$ cat src/pkg/otp_prog_params.svh
/*
 Timing counts and encodings for the code-memory programmer.
 Assumes a 100 MHz clock; included by the package and the main module.
*/
`ifndef OTP_PROG_PARAMS_SVH
`define OTP_PROG_PARAMS_SVH
`define CLK_PERIOD_NS       10
`define SETUP_TIME_NS       1000
`define SETUP_CYCLES        ((`SETUP_TIME_NS + `CLK_PERIOD_NS - 1) / `CLK_PERIOD_NS)
`define VOLT_SETTLE_NS      2000
`define VOLT_SETTLE_CYCLES  ((`VOLT_SETTLE_NS + `CLK_PERIOD_NS - 1) / `CLK_PERIOD_NS)
`define PULSE_TIME_NS       100000
`define PULSE_CYCLES_DEF    ((`PULSE_TIME_NS + `CLK_PERIOD_NS - 1) / `CLK_PERIOD_NS)
`define READ_TIME_NS        500
`define READ_CYCLES         ((`READ_TIME_NS + `CLK_PERIOD_NS - 1) / `CLK_PERIOD_NS)
`define ADDR_WIDTH          13
`define DATA_WIDTH          8
`define ERASED_BYTE         8'hff
`define CTRL_WIDTH          4
`define CTRL_PROGRAM        4'h1
`define CTRL_VERIFY         4'h2
`define CTRL_IDLE           4'h0
`define FIFO_DEPTH          32
`endif

$ cat src/pkg/otp_prog_pkg.sv
/*
 Types shared by the programmer: command word and result word.
 Assumes otp_prog_params.svh is on the include path.
*/
`include "otp_prog_params.svh"
package otp_prog_pkg;
	typedef enum logic {op_program, op_verify} op_t;
	typedef struct packed {
		op_t                     op;
		logic [`ADDR_WIDTH-1:0]  addr;
		logic [`DATA_WIDTH-1:0]  data;
	} cmd_t;
	typedef struct packed {
		logic [`ADDR_WIDTH-1:0]  addr;
		logic [`DATA_WIDTH-1:0]  data;
		logic                    mismatch;
		logic                    erased;
	} result_t;
endpackage

$ cat src/verilog/cmd_fifo.sv
/*
 Synchronous FIFO with valid/ready on both sides and registered read data.
 Assumes a single clock and active-low asynchronous reset.
*/
`timescale 1ns/1ps
module cmd_fifo #(
	parameter int WIDTH = 8,
	parameter int DEPTH = 32
) (
	input  wire logic             clock,
	input  wire logic             reset_n,
	input  wire logic [WIDTH-1:0] in_data,
	input  wire logic             in_valid,
	output logic                  in_ready,
	output logic [WIDTH-1:0]      out_data,
	output logic                  out_valid,
	input  wire logic             out_ready
);
	localparam int AW = $clog2(DEPTH);
	logic [WIDTH-1:0] mem [DEPTH];
	logic [AW-1:0]    wr_ptr;
	logic [AW-1:0]    rd_ptr;
	logic [AW:0]      count;
	wire              push = in_valid && in_ready;
	wire              pop  = out_valid && out_ready;
	wire              load = (count != '0) && (!out_valid || pop);
	wire              stored_pop = load;
	wire [AW:0]       next_count = count + (push ? 1'b1 : 1'b0) - (stored_pop ? 1'b1 : 1'b0);
	// The output register counts toward depth, so the queue never holds more than DEPTH words
	wire              next_out_valid = load || (out_valid && !pop);
	wire [AW:0]       next_total = next_count + {{AW{1'b0}}, next_out_valid};

	always_ff @(posedge clock) begin
		if (push)
			mem[wr_ptr] <= in_data;
	end

	always_ff @(posedge clock or negedge reset_n) begin
		if (!reset_n) begin
			wr_ptr    <= '0;
			rd_ptr    <= '0;
			count     <= '0;
			in_ready  <= 1'b1;
			out_valid <= 1'b0;
			out_data  <= '0;
		end else begin
			if (push)
				wr_ptr <= wr_ptr + 1'b1;
			if (stored_pop) begin
				rd_ptr   <= rd_ptr + 1'b1;
				out_data <= mem[rd_ptr];
			end
			if (load)
				out_valid <= 1'b1;
			else if (pop)
				out_valid <= 1'b0;
			count    <= next_count;
			in_ready <= (next_total < (AW+1)'(DEPTH));
		end
	end
endmodule

$ cat src/verilog/otp_programmer.sv
/*
 Programmer that drives the device's code-memory program and verify pins.
 Commands arrive through a 32-word FIFO; one result leaves per command.
 Assumes an external analog switch turns program_voltage_input into the high voltage.
*/
`timescale 1ns/1ps
`include "otp_prog_params.svh"
// Notes on behaviour
// [RULE1] One strobe pulse programs each byte
// [RULE2] Control mode, then address, then data
// [RULE3] Raise program voltage after address and data
// [RULE4] Exactly one strobe while voltage high
// [RULE5] Lower voltage before the next address
// [RULE6] Repeat sequence for every address
// [RULE7] Read back and compare after each byte
// [RULE8] Output-enable pin gates device data drive
// [RULE9] Verify mode plus address returns stored byte
// [RULE10] Verify repeats address and read per address
// [RULE11] Encryption array has no direct read
// [RULE12] Erasure clears code, encryption and lock
// [RULE13] Erased bytes read as all ones
// [RULE14] Pins held stable across voltage and strobe
module otp_programmer #(
	parameter int PULSE_CYCLES = `PULSE_CYCLES_DEF
) (
	input  wire logic                     clock,
	input  wire logic                     reset_n,
	input  wire otp_prog_pkg::cmd_t       cmd,
	input  wire logic                     cmd_valid,
	output logic                          cmd_ready,
	output otp_prog_pkg::result_t         result,
	output logic                          result_valid,
	input  wire logic                     result_ready,
	output logic                          busy,
	output logic [`CTRL_WIDTH-1:0]        control_pins,
	output logic [`ADDR_WIDTH-1:0]        address_pins,
	output logic [`DATA_WIDTH-1:0]        data_out,
	output logic                          data_oe_n,
	input  wire logic [`DATA_WIDTH-1:0]   data_in,
	output logic                          read_enable_n,
	output logic                          program_voltage_input,
	output logic                          latch_or_program_strobe
);
	typedef enum logic [3:0] {
		st_idle, st_mode, st_addr, st_data, st_vpp_up, st_pulse,
		st_vpp_down, st_rd_mode, st_rd_sample, st_report
	} state_t;

	state_t                    state;
	state_t                    next_state;
	logic [31:0]               timer;
	otp_prog_pkg::cmd_t        cur;
	otp_prog_pkg::cmd_t        q_cmd;
	logic                      q_valid;
	logic                      q_ready;

	cmd_fifo #(
		.WIDTH ($bits(otp_prog_pkg::cmd_t)),
		.DEPTH (`FIFO_DEPTH)
	) u_fifo (
		.clock     (clock),
		.reset_n   (reset_n),
		.in_data   (cmd),
		.in_valid  (cmd_valid),
		.in_ready  (cmd_ready),
		.out_data  (q_cmd),
		.out_valid (q_valid),
		.out_ready (q_ready)
	);

	wire timer_done = (timer == 32'h0);
	wire is_program = (cur.op == otp_prog_pkg::op_program);
	// Results stall the FIFO so a slow consumer back-pressures the source
	assign q_ready = (state == st_idle) && !result_valid;
	wire take = q_ready && q_valid;
	wire [`DATA_WIDTH-1:0] sampled = data_in;
	wire cmp_bad = is_program && (sampled != cur.data);

	always_comb begin
		next_state = state;
		case (state)
			st_idle: begin
				if (take)
					next_state = st_mode;
			end
			st_mode: begin
				if (timer_done)
					next_state = is_program ? st_addr : st_rd_mode;
			end
			st_addr: begin
				if (timer_done)
					next_state = st_data;
			end
			st_data: begin
				if (timer_done)
					next_state = st_vpp_up;
			end
			st_vpp_up: begin
				if (timer_done)
					next_state = st_pulse;
			end
			// One pulse only: the pulse step always leads on to the voltage-lowering step, never back to raising it
			st_pulse: begin
				if (timer_done)
					next_state = st_vpp_down; // RULE1
			end
			st_vpp_down: begin
				if (timer_done)
					next_state = st_rd_mode; // RULE7
			end
			st_rd_mode: begin
				if (timer_done)
					next_state = st_rd_sample;
			end
			st_rd_sample: next_state = st_report;
			st_report:    next_state = st_idle;
			default:      next_state = st_idle;
		endcase
	end

	wire [31:0] load_time =
		(next_state == st_pulse)    ? 32'(PULSE_CYCLES - 1) :
		(next_state == st_vpp_up)   ? 32'(`VOLT_SETTLE_CYCLES - 1) :
		(next_state == st_vpp_down) ? 32'(`VOLT_SETTLE_CYCLES - 1) :
		(next_state == st_rd_mode)  ? 32'(`READ_CYCLES - 1) :
		32'(`SETUP_CYCLES - 1);

	// Each step reloads its count on entry, then counts down to zero and waits there
	wire                     step_change = (next_state != state);
	wire [31:0]              next_timer  = step_change ? load_time :
		timer_done ? timer : timer - 32'h1;
	wire otp_prog_pkg::cmd_t next_cur    = take ? q_cmd : cur;

	always_ff @(posedge clock or negedge reset_n) begin
		if (!reset_n) begin
			state <= st_idle;
			timer <= 32'h0;
			cur   <= '0;
		end else begin
			state <= next_state;
			timer <= next_timer;
			cur   <= next_cur;
		end
	end

	// Command in hand on step entry: the queue head while idle, else the latched one
	wire is_program_next = (state == st_idle) ? (q_cmd.op == otp_prog_pkg::op_program)
		: is_program;

	// Step-entry decode; a pin moves only on entry to the step that owns it
	wire enter_idle    = (next_state == st_idle);
	wire enter_mode    = (next_state == st_mode);
	wire enter_addr    = (next_state == st_addr);
	wire enter_data    = (next_state == st_data);
	wire enter_vpp_up  = (next_state == st_vpp_up);
	wire enter_pulse   = (next_state == st_pulse);
	wire enter_vpp_dn  = (next_state == st_vpp_down);
	wire enter_rd_mode = (next_state == st_rd_mode);

	// Each step keeps what earlier steps set, so only the strobe moves under high voltage
	wire [`CTRL_WIDTH-1:0] next_control_pins =
		enter_mode    ? (is_program_next ? `CTRL_PROGRAM : `CTRL_VERIFY) : // RULE2 RULE9
		enter_rd_mode ? `CTRL_VERIFY : // RULE7
		enter_idle    ? `CTRL_IDLE :
		control_pins;
	wire [`ADDR_WIDTH-1:0] next_address_pins =
		enter_addr    ? cur.addr : // RULE2 RULE6
		enter_rd_mode ? cur.addr : // RULE10
		address_pins;
	wire [`DATA_WIDTH-1:0] next_data_out = enter_data ? cur.data : data_out; // RULE2
	// Release data lines no later than the cycle in which the device may start to drive them
	wire next_data_oe_n =
		enter_data                    ? 1'b0 :
		(enter_mode || enter_rd_mode) ? 1'b1 : // RULE8
		data_oe_n;
	wire next_read_enable_n =
		enter_rd_mode              ? 1'b0 : // RULE8 RULE9
		(enter_mode || enter_idle) ? 1'b1 :
		read_enable_n;
	wire next_program_voltage =
		enter_vpp_up ? 1'b1 : // RULE3 RULE14
		enter_vpp_dn ? 1'b0 : // RULE5
		program_voltage_input;
	wire next_strobe =
		enter_pulse  ? 1'b0 : // RULE1 RULE4
		enter_vpp_dn ? 1'b1 : // RULE4
		latch_or_program_strobe;

	always_ff @(posedge clock or negedge reset_n) begin
		if (!reset_n) begin
			control_pins            <= `CTRL_IDLE;
			address_pins            <= '0;
			data_out                <= '0;
			data_oe_n               <= 1'b1;
			read_enable_n           <= 1'b1;
			program_voltage_input   <= 1'b0;
			latch_or_program_strobe <= 1'b1;
			busy                    <= 1'b0;
		end else begin
			control_pins            <= next_control_pins;
			address_pins            <= next_address_pins;
			data_out                <= next_data_out;
			data_oe_n               <= next_data_oe_n;
			read_enable_n           <= next_read_enable_n;
			program_voltage_input   <= next_program_voltage;
			latch_or_program_strobe <= next_strobe;
			busy                    <= !enter_idle;
		end
	end

	// Compare in the same cycle the bus is sampled; erased value flags blank cells
	always_ff @(posedge clock or negedge reset_n) begin
		if (!reset_n) begin
			result       <= '0;
			result_valid <= 1'b0;
		end else if (state == st_rd_sample) begin
			result.addr     <= cur.addr; // RULE9
			result.data     <= sampled; // RULE9
			result.mismatch <= cmp_bad; // RULE7
			result.erased   <= (sampled == `ERASED_BYTE); // RULE13
			result_valid    <= 1'b1;
		end else if (result_ready) begin
			result_valid <= 1'b0;
		end
	end
endmodule

$ cat config.mk
export PLATFORM = sky130hd
export DESIGN_NAME = otp_programmer
export DESIGN_NICKNAME = d
export VERILOG_FILES = /design/src/pkg/otp_prog_pkg.sv /design/src/verilog/cmd_fifo.sv /design/src/verilog/otp_programmer.sv
export VERILOG_INCLUDE_DIRS = /design/src /design/src/pkg
export SDC_FILE = /design/constraint.sdc
export NUM_CORES = 1
export LEC_CHECK = 0
export BUFFER_PORTS_ARGS = -buffer_cell sky130_fd_sc_hd__buf_2
export CORE_MARGIN = 5
export CORE_UTILIZATION = 67
export DETAILED_ROUTE_END_ITERATION = 8
export GPL_ROUTABILITY_DRIVEN = 0
export GPL_TIMING_DRIVEN = 0
export PLACE_DENSITY = 0.84
export SLEW_MARGIN = 20
export SYNTH_ARGS = -nofsm -noshare
export SYNTH_HDL_FRONTEND = slang
export SYNTH_SLANG_ARGS = --single-unit
$ cat constraint.sdc
create_clock -name clock -period 7.2 [get_ports clock]
set_input_delay 1.08 -clock clock [delete_from_list [all_inputs] [get_ports clock]]
set_output_delay 1.08 -clock clock [all_outputs]
set_load 0.01 [all_outputs]
=== Yosys cells after proc, flatten, opt, wreduce, memory -nomap -nowiden ===
Memories as Yosys holds them, arrays and structs flattened. A register that Yosys moved wholly into a read port is not among the register bits.
Cells that the tools add are included.
Widths: inputs -> output; s select.

* Register bits: 130
* Bits in writable memories: 704
* Bits of input ports: 34
* Word-level logic and storage cells: 118
* Memories kept: 1

* $add $sub $neg: 6
* $lt $le $gt $ge: 1
* Equality and inequality tests: 19
* Muxes and demuxes: 39
* Bitwise gates (word level): 2
* Reduce and logical (&&, ||, !) cells: 27

{| class="wikitable"
|+ Memory list
! name !! depth !! bits a word !! rd ports !! clocked after memory_dff !! write ports !! line !! source
|-
| u_fifo.mem || 32 || 22 || 1 || 1 || 1 || cmd_fifo.sv:20 || <nowiki>logic [WIDTH-1:0] mem [DEPTH];</nowiki>
|}

{| class="wikitable"
|+ Operator list
! kind !! number
|-
| $mux 32 || 2
|-
| $mux 4 || 11
|-
| $pmux 4 s9 || 1
|-
| $eq 4x3->1 const B || 8
|-
| $logic_not 32->1 || 1
|-
| $sub 32x1->32 const B || 1
|-
| $mux 13 || 2
|-
| $mux 1 || 17
|-
| $eq 4x2->1 const B || 4
|-
| $mux 8 || 2
|-
| $mux 14 || 1
|-
| $reduce_bool 2->1 || 7
|-
| $add 5x1->5 const B || 2
|-
| $eq 4x1->1 const B || 2
|-
| $eq 8x8->1 const B || 1
|-
| $logic_not 4->1 || 2
|-
| $ne 8x8->1 || 1
|-
| $mux 7 || 1
|-
| $add 6x1->6 || 1
|-
| $add 6x6->6 || 1
|-
| $logic_and 1x1->1 || 6
|-
| $lt 6x6->1 const B || 1
|-
| $reduce_bool 6->1 || 1
|-
| $sub 6x6->6 || 1
|-
| other kinds (9) || 17
|}

=== Longest topological paths before layout ===
Gate-level depths: netlist (run 1).

* Depth in word-level cells: 11
* Gate-level depth with buffers: 17

=== By module ===
A second synthesis (run 1) with hierarchy kept.

* Cells, all modules: 1882
* Area, all modules: 34033.9 µm²

{| class="wikitable"
|+ Modules (own cells, without submodules)
! module !! instances !! cells each !! area an instance (µm²)
|-
| cmd_fifo || 1 || 1394 || 28680.0
|-
| otp_programmer || 1 || 488 || 5353.9
|}

=== Worst setup path after synthesis (run 1) ===
OpenSTA, ideal clock, no wires.

* Kind: reg2reg
* From: register timer[0]
* To: register address_pins[10]
* Arrival: 3.231 ns
* Path slack: 3.844 ns
* Stages on the path, launching flop included: 11
* Path buffers: 1
* Clock period less this slack: 3.356 ns
* Path through: dfrtp_1 > inv_1 > ha_1 > or4b_1 > or4_1 > nor4_4 > a211oi_2 > or3_1 > a21o_1 > buf_6 > mux2_4

* Word-level cells in the longest chain between the ends: 5

{| class="wikitable"
|+ RTL lines
! element !! line !! source
|-
| start: declaration || otp_programmer.sv:51 || <nowiki>logic [31:0] timer;</nowiki>
|-
| start signal: assignment || otp_programmer.sv:141 || <nowiki>timer <= next_timer;</nowiki>
|-
| $logic_not 32->1 * || otp_programmer.sv:71 || <nowiki>wire timer_done = (timer == 32'h0);</nowiki>
|-
| $mux 4 (tied with other cells) || otp_programmer.sv:112 || <nowiki>if (timer_done)</nowiki>
|-
| $pmux 4 s9 * || otp_programmer.sv:81 || <nowiki>case (state)</nowiki>
|-
| $eq 4x2->1 / $eq 4x3->1 (equally long branches) || otp_programmer.sv:153, otp_programmer.sv:158 ||
|-
| $mux 13 / $reduce_bool 2->1 (equally long branches) || -- ||
|-
| end signal: assignment || otp_programmer.sv:201 || <nowiki>address_pins <= next_address_pins;</nowiki>
|-
| end: declaration || otp_programmer.sv:36 || <nowiki>output logic [`ADDR_WIDTH-1:0] address_pins,</nowiki>
|}

Mark *: on every way between the ends. The rest lies on a longest branch, timed or not.
A chain may end at the register's enable or synchronous reset.

==> results of run 1 <==
power by group through the flow:
stage	Sequential [mW]	Combinational (mW)	Clock (mW)
after floorplan	6.08	2.78	0
after global placement	6.10	3.91	0
after detailed placement	6.13	4.24	0
after CTS	6.05	4.40	4.24
after global routing	6.09	4.68	4.48
final	6.05	4.49	4.21
cell type report:
class | instances | area, um^2 | area share [%]
inverter | 18 | 67.56 | 0.1770
clock inverter | 26 | 211.5 | 0.5539
timing repair buffer | 117 | 1211 | 3.173
clock buffer | 120 | 2384 | 6.244
buffer | 80 | 334.1 | 0.8751
tap | 664 | 830.8 | 2.176
multi-input combinational | 691 | 8233 | 21.57
antenna | 1 | 2.502 | 0.006555
sequential | 854 | 24900 | 65.23
final timing paths:
kind | startpoint | endpoint | slack, ps | cells past startpoint
max in group asynchronous | reset_n | timer[15]$_DFFE_PN0P_ | 6030 | 2
worst min register to register | u_fifo.out_data[0]$_DFFE_PN0P_ | cur[0]$_DFFE_PN0P_ | 470 | 2
worst min-delay path | reset_n | u_fifo.count[1]$_DFF_PN0_ | 430 | 1
worst max-delay path | u_fifo.rd_ptr[0]$_DFFE_PN0P_ | u_fifo.out_data[21]$_DFFE_PN0P_ | 2590 | 7
worst max register to register | u_fifo.rd_ptr[0]$_DFFE_PN0P_ | u_fifo.out_data[21]$_DFFE_PN0P_ | 2590 | 7
min in group clock | u_fifo.out_data[0]$_DFFE_PN0P_ | cur[0]$_DFFE_PN0P_ | 470 | 2
sequential cells by signal (all words and copies together) (netlist names), 2 cells and up:
name,cells
cur,22
result,23
u_fifo.wr_ptr,5
state,4
u_fifo.count,6
u_fifo.rd_ptr,5
data_out,8
address_pins,13
timer,32
control_pins,2
u_fifo.mem,704
u_fifo.out_data,22
cell families after synthesis:
group                    count (synthesis)  synth area share [%]
other                                    1               0.01127
AND/OR/NAND/NOR                        261                 3.599
buffers and inverters                   98                 1.154
AO/OA/AOI/OAI                           82                 1.482
flip-flops                             854                 74.83
XOR/XNOR                                45                 1.185
multiplexers                           286                 17.15
adder cells (fa/ha/maj)                 15                0.5867
cells in the final DEF (no fill, tap or decap), types with 33 or more instances in the layout:
cell type	synthesis	layout
edfxtp_1	704	704
mux4_2	220	220
dfrtp_1	146	146
nand2_1	121	121
clkbuf_16	0	89
buf_2	1	88
clkbuf_1	53	77
o21ai_0	41	41
nor2_1	65	33
routing by layer:
layer | up-vias | global-route usage (%)
li1 | 7001 | -
met1 | 9228 | 41.05
met2 | 1507 | 53.93
met3 | 341 | 10.21
met4 | 8 | 16.45
met5 | - | 0
metrics by stage:
step	setup WS, ps	instance area [um^2]	cells
final	2586	38170	2571
after global routing	2344	38170	2570
after CTS	2675	38160	2570
after detailed placement	2749	35560	2424
after global placement	2649	34540	2393
after floorplan	3844	33280	1643
critical path, stage by stage (launching register included):
cell	delay (ps)
dfrtp_1	360
clkbuf_1	570
buf_1	900
buf_1	720
mux4_2	630
mux4_2	560
mux2i_1	560
o21ai_0	160
==> results.json, run 1 <==
{
  "status": "complete, no violations",
  "final.min_clock_period_ps": 4614,
  "clk_path_buf_depth": 3,
  "start_util_pct": 67.83,
  "n_fill_cell": 2419,
  "clock.fmax_mhz": 216.7,
  "avgRoutedWirePerCell_um": 34.06,
  "synthFlopType": "edfxtp_1",
  "maxUsedRoutingLayer": "met5",
  "syn_area_per_cell_um2": 20.26,
  "cts_tree": "built",
  "grt.overflow.total": 0,
  "synth.area.top_cells": "edfxtp_1, mux4_2, dfrtp_1, nand2_1, mux2_2",
  "track_usage_pct": 33.13,
  "crit_required_ps": 7680,
  "synth_largest_area_cell": "edfxtp_1",
  "synth_most_common_cell": "edfxtp_1",
  "root_buffer": "clkbuf_16",
  "num_rows": 81,
  "p_comb_share_pct": 30.4,
  "fp.coreArea_mm2": 0.04905,
  "synth_top_area_share_pct": 63.54,
  "antenna_found_initial": 6,
  "netlist_top_cells_count": "edfxtp_1, mux4_2, dfrtp_1, nand2_1, nor2_1",
  "routedLengthMet1_um": 28720,
  "sw_frac_of_total_pct": 31.86,
  "drtPass1Iterations": 6,
  "cts_setup_buffers": 0,
  "power.internal_mw": 10.05,
  "drt_iter0_drc": 2388,
  "crit_type": "reg -> reg",
  "die_h_um": 232.8,
  "drive_gt1_share_pct": 29.17,
  "fin_util_pct": 77.82,
  "clk_pin_slew_worst_paths_ps": 60,
  "vias_per_cell": 7.034,
  "cts_made_buffers": 81,
  "arrival_ps": 5090,
  "area_delta_synth_final_pct": 14.73,
  "power_density_mw_per_mm2": 386.5,
  "hold_ws_ps": 426.2,
  "slew-limit-headroom_pct": 22.98,
  "ctsHoldBuffers": 0,
  "yosys_warnings": 0,
  "clockPowerShare_pct": 28.6,
  "hold_viol": 0,
  "grt_pass1_vias": 18530,
  "grt_pass1_wl_um": 126200,
  "rsz0062_at_grt": "false",
  "ir_worst_vdd_v": 0.0003563,
  "io_buffer_count": 86,
  "dieArea_mm2": 0.05422,
  "drt-total-wl_um": 87570,
  "setup_violations": 0,
  "hpwl_um": 51310,
  "grt_max_degree": 78,
  "ant_nets": 0,
  "ios": 89,
  "end_kind": "register",
  "wl_met3_um": 10330,
  "synth_area_mm2": 0.03327,
  "nets": 1892,
  "min_period_over_period_pct": 64.08,
  "clk_latency_ps": 630,
  "ys_async_sr_fraction_pct": 17.56,
  "leakage_nw": 13.04,
  "ctsResizeCount": 0,
  "drc_errors": 0,
  "holdCritPathClass": "in -> async",
  "h-tree-depth": 3,
  "seqPwrFrac_pct": 41.0,
  "synth-seq-area-share_pct": 74.83,
  "die_w_um": 232.8,
  "vias": 18090,
  "drv_cap": 0,
  "fin_skew_ps": 26.77,
  "synth_edf_count": 704,
  "path_max_fanout": 10,
  "yosys_register_bits": 854,
  "synth_cells": 1642,
  "met2_length_um": 43030,
  "drv_slew": 0,
  "power_mw": 14.76,
  "switchingPower_mw": 4.701,
  "cts.sinks": 854,
  "synth_cell_types": 57,
  "finalSetupTns_ps": 0,
  "cp-start-kind": "register",
  "worst_pin_slew_ps": 1155
}
No activity file was read; power rests on OpenSTA's default activity.
==> run 2: changes to the inputs <==
Settings changed: CORE_UTILIZATION 67 to 62, PLACE_DENSITY 0.84 to 0.78.
Clock period 7.2 ns to 4.7 ns, I/O delays scaled along.
==> results.json, run 2 (synthesis gave the netlist of run 1 again) <==
{
  "drc_errors": 0,
  "avgRoutedWirePerCell_um": 30.94,
  "crit_required_ps": 5180,
  "path_max_fanout": 10,
  "drive_gt1_share_pct": 29.87,
  "ant_nets": 0,
  "final.min_clock_period_ps": 4232,
  "crit_family": "buffers and inverters",
  "die_w_um": 241.7,
  "met2_length_um": 40520,
  "h-tree-depth": 3,
  "finalSetupTns_ps": 0,
  "root_buffer": "clkbuf_16",
  "worst_pin_slew_ps": 1059,
  "mostFrequentLayoutCells": "edfxtp_1, mux4_2, dfrtp_1, nand2_1, buf_2",
  "grt_pass1_wl_um": 120100,
  "clock.fmax_mhz": 236.3,
  "hold_viol": 0,
  "clk_pin_slew_worst_paths_ps": 70,
  "area_delta_synth_final_pct": 15.69,
  "cp-start-kind": "register",
  "regArea_mm2": 0.02490,
  "fin_skew_ps": 30.71,
  "slowest_stage": "buf_1",
  "n_fill_cell": 2904,
  "routedLengthMet1_um": 29160,
  "drv_cap": 0,
  "r2r_cells": 7,
  "die_h_um": 241.7,
  "rsz0062_at_grt": "false",
  "cts_setup_buffers": 0,
  "multi_input_area_mm2": 0.008233,
  "largest_reg_flops": 704,
  "reg_top3": "u_fifo.mem (704), timer (32), result (23)",
  "wl_met3_um": 8552,
  "slew-limit-headroom_pct": 29.42,
  "hpwl_um": 49400,
  "top_register": "u_fifo.mem",
  "placed_cells": 2458,
  "start_util_pct": 62.20,
  "min_period_over_period_pct": 90.04,
  "layout_commonest_cell": "edfxtp_1",
  "crit_type": "reg -> reg",
  "worstPathCellList": "clkbuf_1 -> clkbuf_1 -> buf_1 -> mux4_2 -> mux4_2 -> mux2i_1 -> o21ai_0",
  "num_rows": 85,
  "track_usage_pct": 28.06,
  "leakage_nw": 13.19,
  "clk_latency_ps": 650,
  "stdcell_count": 2612,
  "antenna_found_initial": 4,
  "max_stage_delay_ps": 820,
  "worstHoldStart": "result_ready",
  "crit_cells": 7,
  "crit_buf_inv": 3,
  "grt.overflow.total": 0,
  "maxUsedRoutingLayer": "met4",
  "cts_tree": "built",
  "drtPass1Iterations": 6,
  "whs_path_depth": 2,
  "io_buffer_count": 86,
  "clk_path_buf_depth": 3,
  "holdCritPathClass": "in -> reg",
  "timing.rr.start": "u_fifo.rd_ptr[0]$_DFFE_PN0P_",
  "grt_pass1_vias": 17980,
  "drv_slew": 0,
  "ios": 89,
  "fp.coreArea_mm2": 0.05350,
  "power_density_mw_per_mm2": 588.0,
  "power_mw": 22.63,
  "vias_per_cell": 6.719,
  "reg2reg_to": "u_fifo.out_data[3]$_DFFE_PN0P_",
  "cts.sinks": 854,
  "cts_made_buffers": 83,
  "hold_end": "result_valid$_DFFE_PN0P_",
  "ir_worst_vdd_v": 0.0003671,
  "arrival_ps": 4710,
  "hold_ws_ps": 251.9,
  "dieArea_mm2": 0.05840,
  "vias": 17550,
  "setup_violations": 0,
  "end_kind": "register",
  "status": "complete, no violations",
  "nets": 1898,
  "drt_iter0_drc": 2442,
  "cp-startpoint": "u_fifo.rd_ptr[0]$_DFFE_PN0P_",
  "grt_max_degree": 96,
  "drt-total-wl_um": 80820,
  "reg2reg_setup_slack_ps": 470
}
[run 2: worst max-delay path by stage]
stage,to,slack (ps)
after detailed placement,u_fifo.out_data[2]$_DFFE_PN0P_,380
after global placement,u_fifo.out_data[2]$_DFFE_PN0P_,400
after floorplan,address_pins[10]$_DFFE_PN0P_,1340
after CTS,u_fifo.out_data[3]$_DFFE_PN0P_,300
final,u_fifo.out_data[3]$_DFFE_PN0P_,470
after global routing,u_fifo.out_data[0]$_DFFE_PN0P_,260
[run 2: final cells by class]
cell class | count | share of cell area, %
flip-flops and latches | 854 | 64.68
multi-input cells | 691 | 21.39
clock buffers | 106 | 5.874
repair buffers | 121 | 3.491
well taps | 696 | 2.262
clock inverters | 45 | 1.225
plain buffers | 80 | 0.8939
inverters | 18 | 0.1755
diodes | 1 | 0.006501
[run 2: metrics by stage]
stage,instance area [um^2],setup slack [ps],util [%]
2_1_floorplan,33280,1344,-
3_3_place_gp,34580,399.0,64.64
3_5_place_dp,35710,377.4,66.75
4_1_cts,38450,303.5,71.88
5_1_grt,38490,264.4,71.96
6_report,38490,468.1,71.96
[run 2: timing repair]
| item | 4_1_cts | 5_1_grt |
|---|---|---|
| endpoints found under the setup margin | 0 | 1 |
| resized for setup | 0 | 3 |
| hold buffers | 1 | 0 |
| endpoints found under the hold margin | 54 | 0 |
[run 2: power breakdown]
part	switching (mW)	internal (mW)
combinational	3.81	2.87
sequential	0.389	8.87
clock	2.87	3.83
[run 2: routing by layer]
layer	track usage, %	vias to the layer above
met3	6.659	172
met4	8.980	0
met1	38.02	9108
met5	0	-
met2	46.39	1242
li1	-	7028
==> run 3: changes to the inputs <==
Settings changed: CORE_MARGIN 5 to 8, SYNTH_HIERARCHICAL from default to 1.
==> results.json, run 3 <==
{
  "path_max_fanout": 10,
  "yosys_warnings": 6,
  "use_met3_pct": 4.478,
  "die_h_um": 250.3,
  "start_util_pct": 62.26,
  "synth_largest_area_cell": "edfxtp_1",
  "crit_type": "reg -> reg",
  "clk_path_buf_depth": 3,
  "slowest_stage": "nor4_1",
  "antenna_found_initial": 1,
  "muxShareOfSynthArea_pct": 14.03,
  "status": "complete, no violations",
  "setup_ws_ps": 303.6,
  "synth_area_mm2": 0.03403,
  "synth_top_area_share_pct": 62.12,
  "synthFlopType": "edfxtp_1",
  "max_stage_delay_ps": 470,
  "reg2reg_setup_slack_ps": 300,
  "postLayoutCellArea_mm2": 0.03855,
  "place_worst_setup_slack_ps": 42.98,
  "top_register": "u_fifo/mem",
  "synth.area.top_cells": "edfxtp_1, dfrtp_1, mux4_2, mux2i_1, nor2_1",
  "crit_required_ps": 5240,
  "min_period_over_period_pct": 93.54,
  "largest_reg_flops": 704,
  "grt.overflow.total": 0,
  "yosys_register_bits": 854,
  "holdCritPathClass": "in -> async",
  "cpMostUsedCell": "inv_1",
  "crit_family": "buffers and inverters",
  "rsz0062_at_grt": "false",
  "slew-limit-headroom_pct": 11.49,
  "grt_pass1_wl_um": 118400,
  "synth_cells": 1882,
  "avgRoutedWirePerCell_um": 27.96,
  "stdcell_count": 2835,
  "top_usage_layer": "met2",
  "track_usage_pct": 25.25,
  "area_delta_synth_final_pct": 13.26,
  "cts_made_buffers": 84,
  "hold_ws_ps": 33.64,
  "arrival_ps": 4940,
  "hold_viol": 0,
  "netlist_top_cells_count": "edfxtp_1, dfrtp_1, mux2i_1, mux4_2, nor2_1",
  "num_rows": 86,
  "grt_util_met1_pct": 35.60,
  "setup_violations": 0,
  "vias": 18720,
  "synth-seq-area-share_pct": 73.16,
  "synth_top_family_by_area": "multiplexers",
  "reg2reg_to": "u_fifo/in_ready$_DFF_PN1_",
  "drt-total-wl_um": 79260,
  "cp-start-kind": "register",
  "timing.rr.start": "state[0]$_DFF_PN0_",
  "nets": 2113,
  "h-tree-depth": 3,
  "place_area_mm2": 0.03582,
  "finalSetupTns_ps": 0,
  "grt_pass1_vias": 18760,
  "leakage_nw": 13.27,
  "fp.coreArea_mm2": 0.05466,
  "root_buffer": "clkbuf_16",
  "ir_worst_vdd_v": 0.0002976,
  "fin_skew_ps": 23.20,
  "layout_commonest_cell": "edfxtp_1",
  "reg_top3": "u_fifo/mem (704), timer (32), result (23)",
  "synth_edf_count": 704,
  "final.min_clock_period_ps": 4396,
  "clk_latency_ps": 630,
  "met2_usage_pct": 39.76,
  "end_kind": "register",
  "synth_compound_area_share_pct": 4.151,
  "syn_area_per_cell_um2": 18.08,
  "ys_async_sr_fraction_pct": 17.56,
  "power_density_mw_per_mm2": 572.6,
  "drv_slew": 0,
  "clock.fmax_mhz": 227.5,
  "diodes": 0,
  "io_buffer_count": 86,
  "synth_cell_types": 70,
  "crit_buf_inv": 6,
  "die_w_um": 250.3,
  "vias_per_cell": 6.602,
  "drtPass1Iterations": 5,
  "worstPathCellList": "clkbuf_1 -> nor4_1 -> and2_1 -> inv_1 -> a21oi_1 -> clkbuf_2 -> clkbuf_2 -> ha_1 -> inv_1 -> ha_1 -> inv_1 -> fa_1 -> nand2b_1 -> a21oi_1 -> xor2_1 -> nand3_1 -> xor3_1",
  "clk_pin_slew_worst_paths_ps": 60,
  "worst_pin_slew_ps": 1294,
  "ant_nets": 0,
  "placed_cells": 2682,
  "synth_fa_ha_area_share_pct": 0.5735,
  "r2r_cells": 17,
  "drc_errors": 0,
  "cts_tree": "built",
  "hpwl_um": 49080,
  "synth_xor_area_share_pct": 1.099,
  "cts.sinks": 854,
  "drv_cap": 0,
  "synth-simple-area-share_pct": 5.018,
  "mostFrequentLayoutCells": "edfxtp_1, dfrtp_1, mux2i_1, mux4_2, buf_2",
  "grt_max_degree": 84,
  "ios": 89,
  "drive_gt1_share_pct": 23.09,
  "dieArea_mm2": 0.06265,
  "drt_iter0_drc": 2157,
  "synth_most_common_cell": "edfxtp_1"
}
-- run 3: changes by cell type after synthesis, sizes merged, moves of 12 or more --
cell,previous run,this run
mux4,220,132
nor4b,1,22
o31a,0,14
a2111oi,0,24
nand2,121,59
buf,27,54
inv,18,33
o2111ai,0,14
nor3,13,31
mux2i,24,135
nor2,66,130
o311ai,1,13
o22ai,2,47
-- run 3: stage by stage --
stage	utilization (%)	power (mW)
2_1_floorplan	-	13.53
3_3_place_gp	64.67	15.14
3_5_place_dp	65.53	15.46
4_1_cts	70.51	22.12
5_1_grt	70.52	22.93
6_report	70.52	22.07
-- run 3: worst max path at each step --
stage / start / to / slack, ps / depth (start not counted)
after floorplan: state[0]$_DFF_PN0_ / u_fifo/in_ready$_DFF_PN1_ / 1010 / 17
after global placement: state[0]$_DFF_PN0_ / u_fifo/in_ready$_DFF_PN1_ / 210 / 17
after detailed placement: state[0]$_DFF_PN0_ / u_fifo/in_ready$_DFF_PN1_ / 40 / 17
after CTS: state[0]$_DFF_PN0_ / u_fifo/in_ready$_DFF_PN1_ / 240 / 17
after global routing: state[0]$_DFF_PN0_ / u_fifo/in_ready$_DFF_PN1_ / 70 / 17
final: state[0]$_DFF_PN0_ / u_fifo/in_ready$_DFF_PN1_ / 300 / 17
-- run 3: repair_timing --
item / in CTS / in global routing
hold buffers: 0 / 0
pin swaps: 0 / 0
resized for setup: 1 / 2
endpoints found under the hold margin: 0 / 0
buffers inserted: 0 / 0
endpoints found under the setup margin: 1 / 1
-- run 3: routing by layer --
metal,routed length (um),up-vias,share of wire [%]
met1,30990,9590,39
met2,37970,1073,48
met5,12,-,0.015
li1,-,7892,-
met4,2770,2,3.5
met3,7510,159,9.5
-- run 3: logic make-up (layout without fill, tap and decap cells) --
kind of cell,Yosys count,in the layout
flops,854,854
simple gates,322,322
mux,306,306
compound gates,202,202
buf+inv,141,389
xor+xnor,41,41
fa+ha+maj,15,15
other cells,1,2
-- run 3: area by class of cell --
cell class / instances / area, um^2
Sequential cell: 854 / 24900
Fill cell: 3255 / 16120
Multi-Input combinational cell: 888 / 8717
Clock buffer: 104 / 2240
Tap cell: 704 / 880.8
Timing Repair Buffer: 95 / 658.1
Buffer: 108 / 545.5
Clock inverter: 49 / 483.0
Inverter: 33 / 123.9
-- run 3: where the power goes --
| part | internal, mW | switching [mW] | total (mW) |
|---|---|---|---|
| combinational | 2.55 | 3.54 | 6.09 |
| clock | 3.88 | 2.73 | 6.61 |
| sequential | 8.87 | 0.490 | 9.36 |
| total | 15.3 | 6.77 | 22.1 |
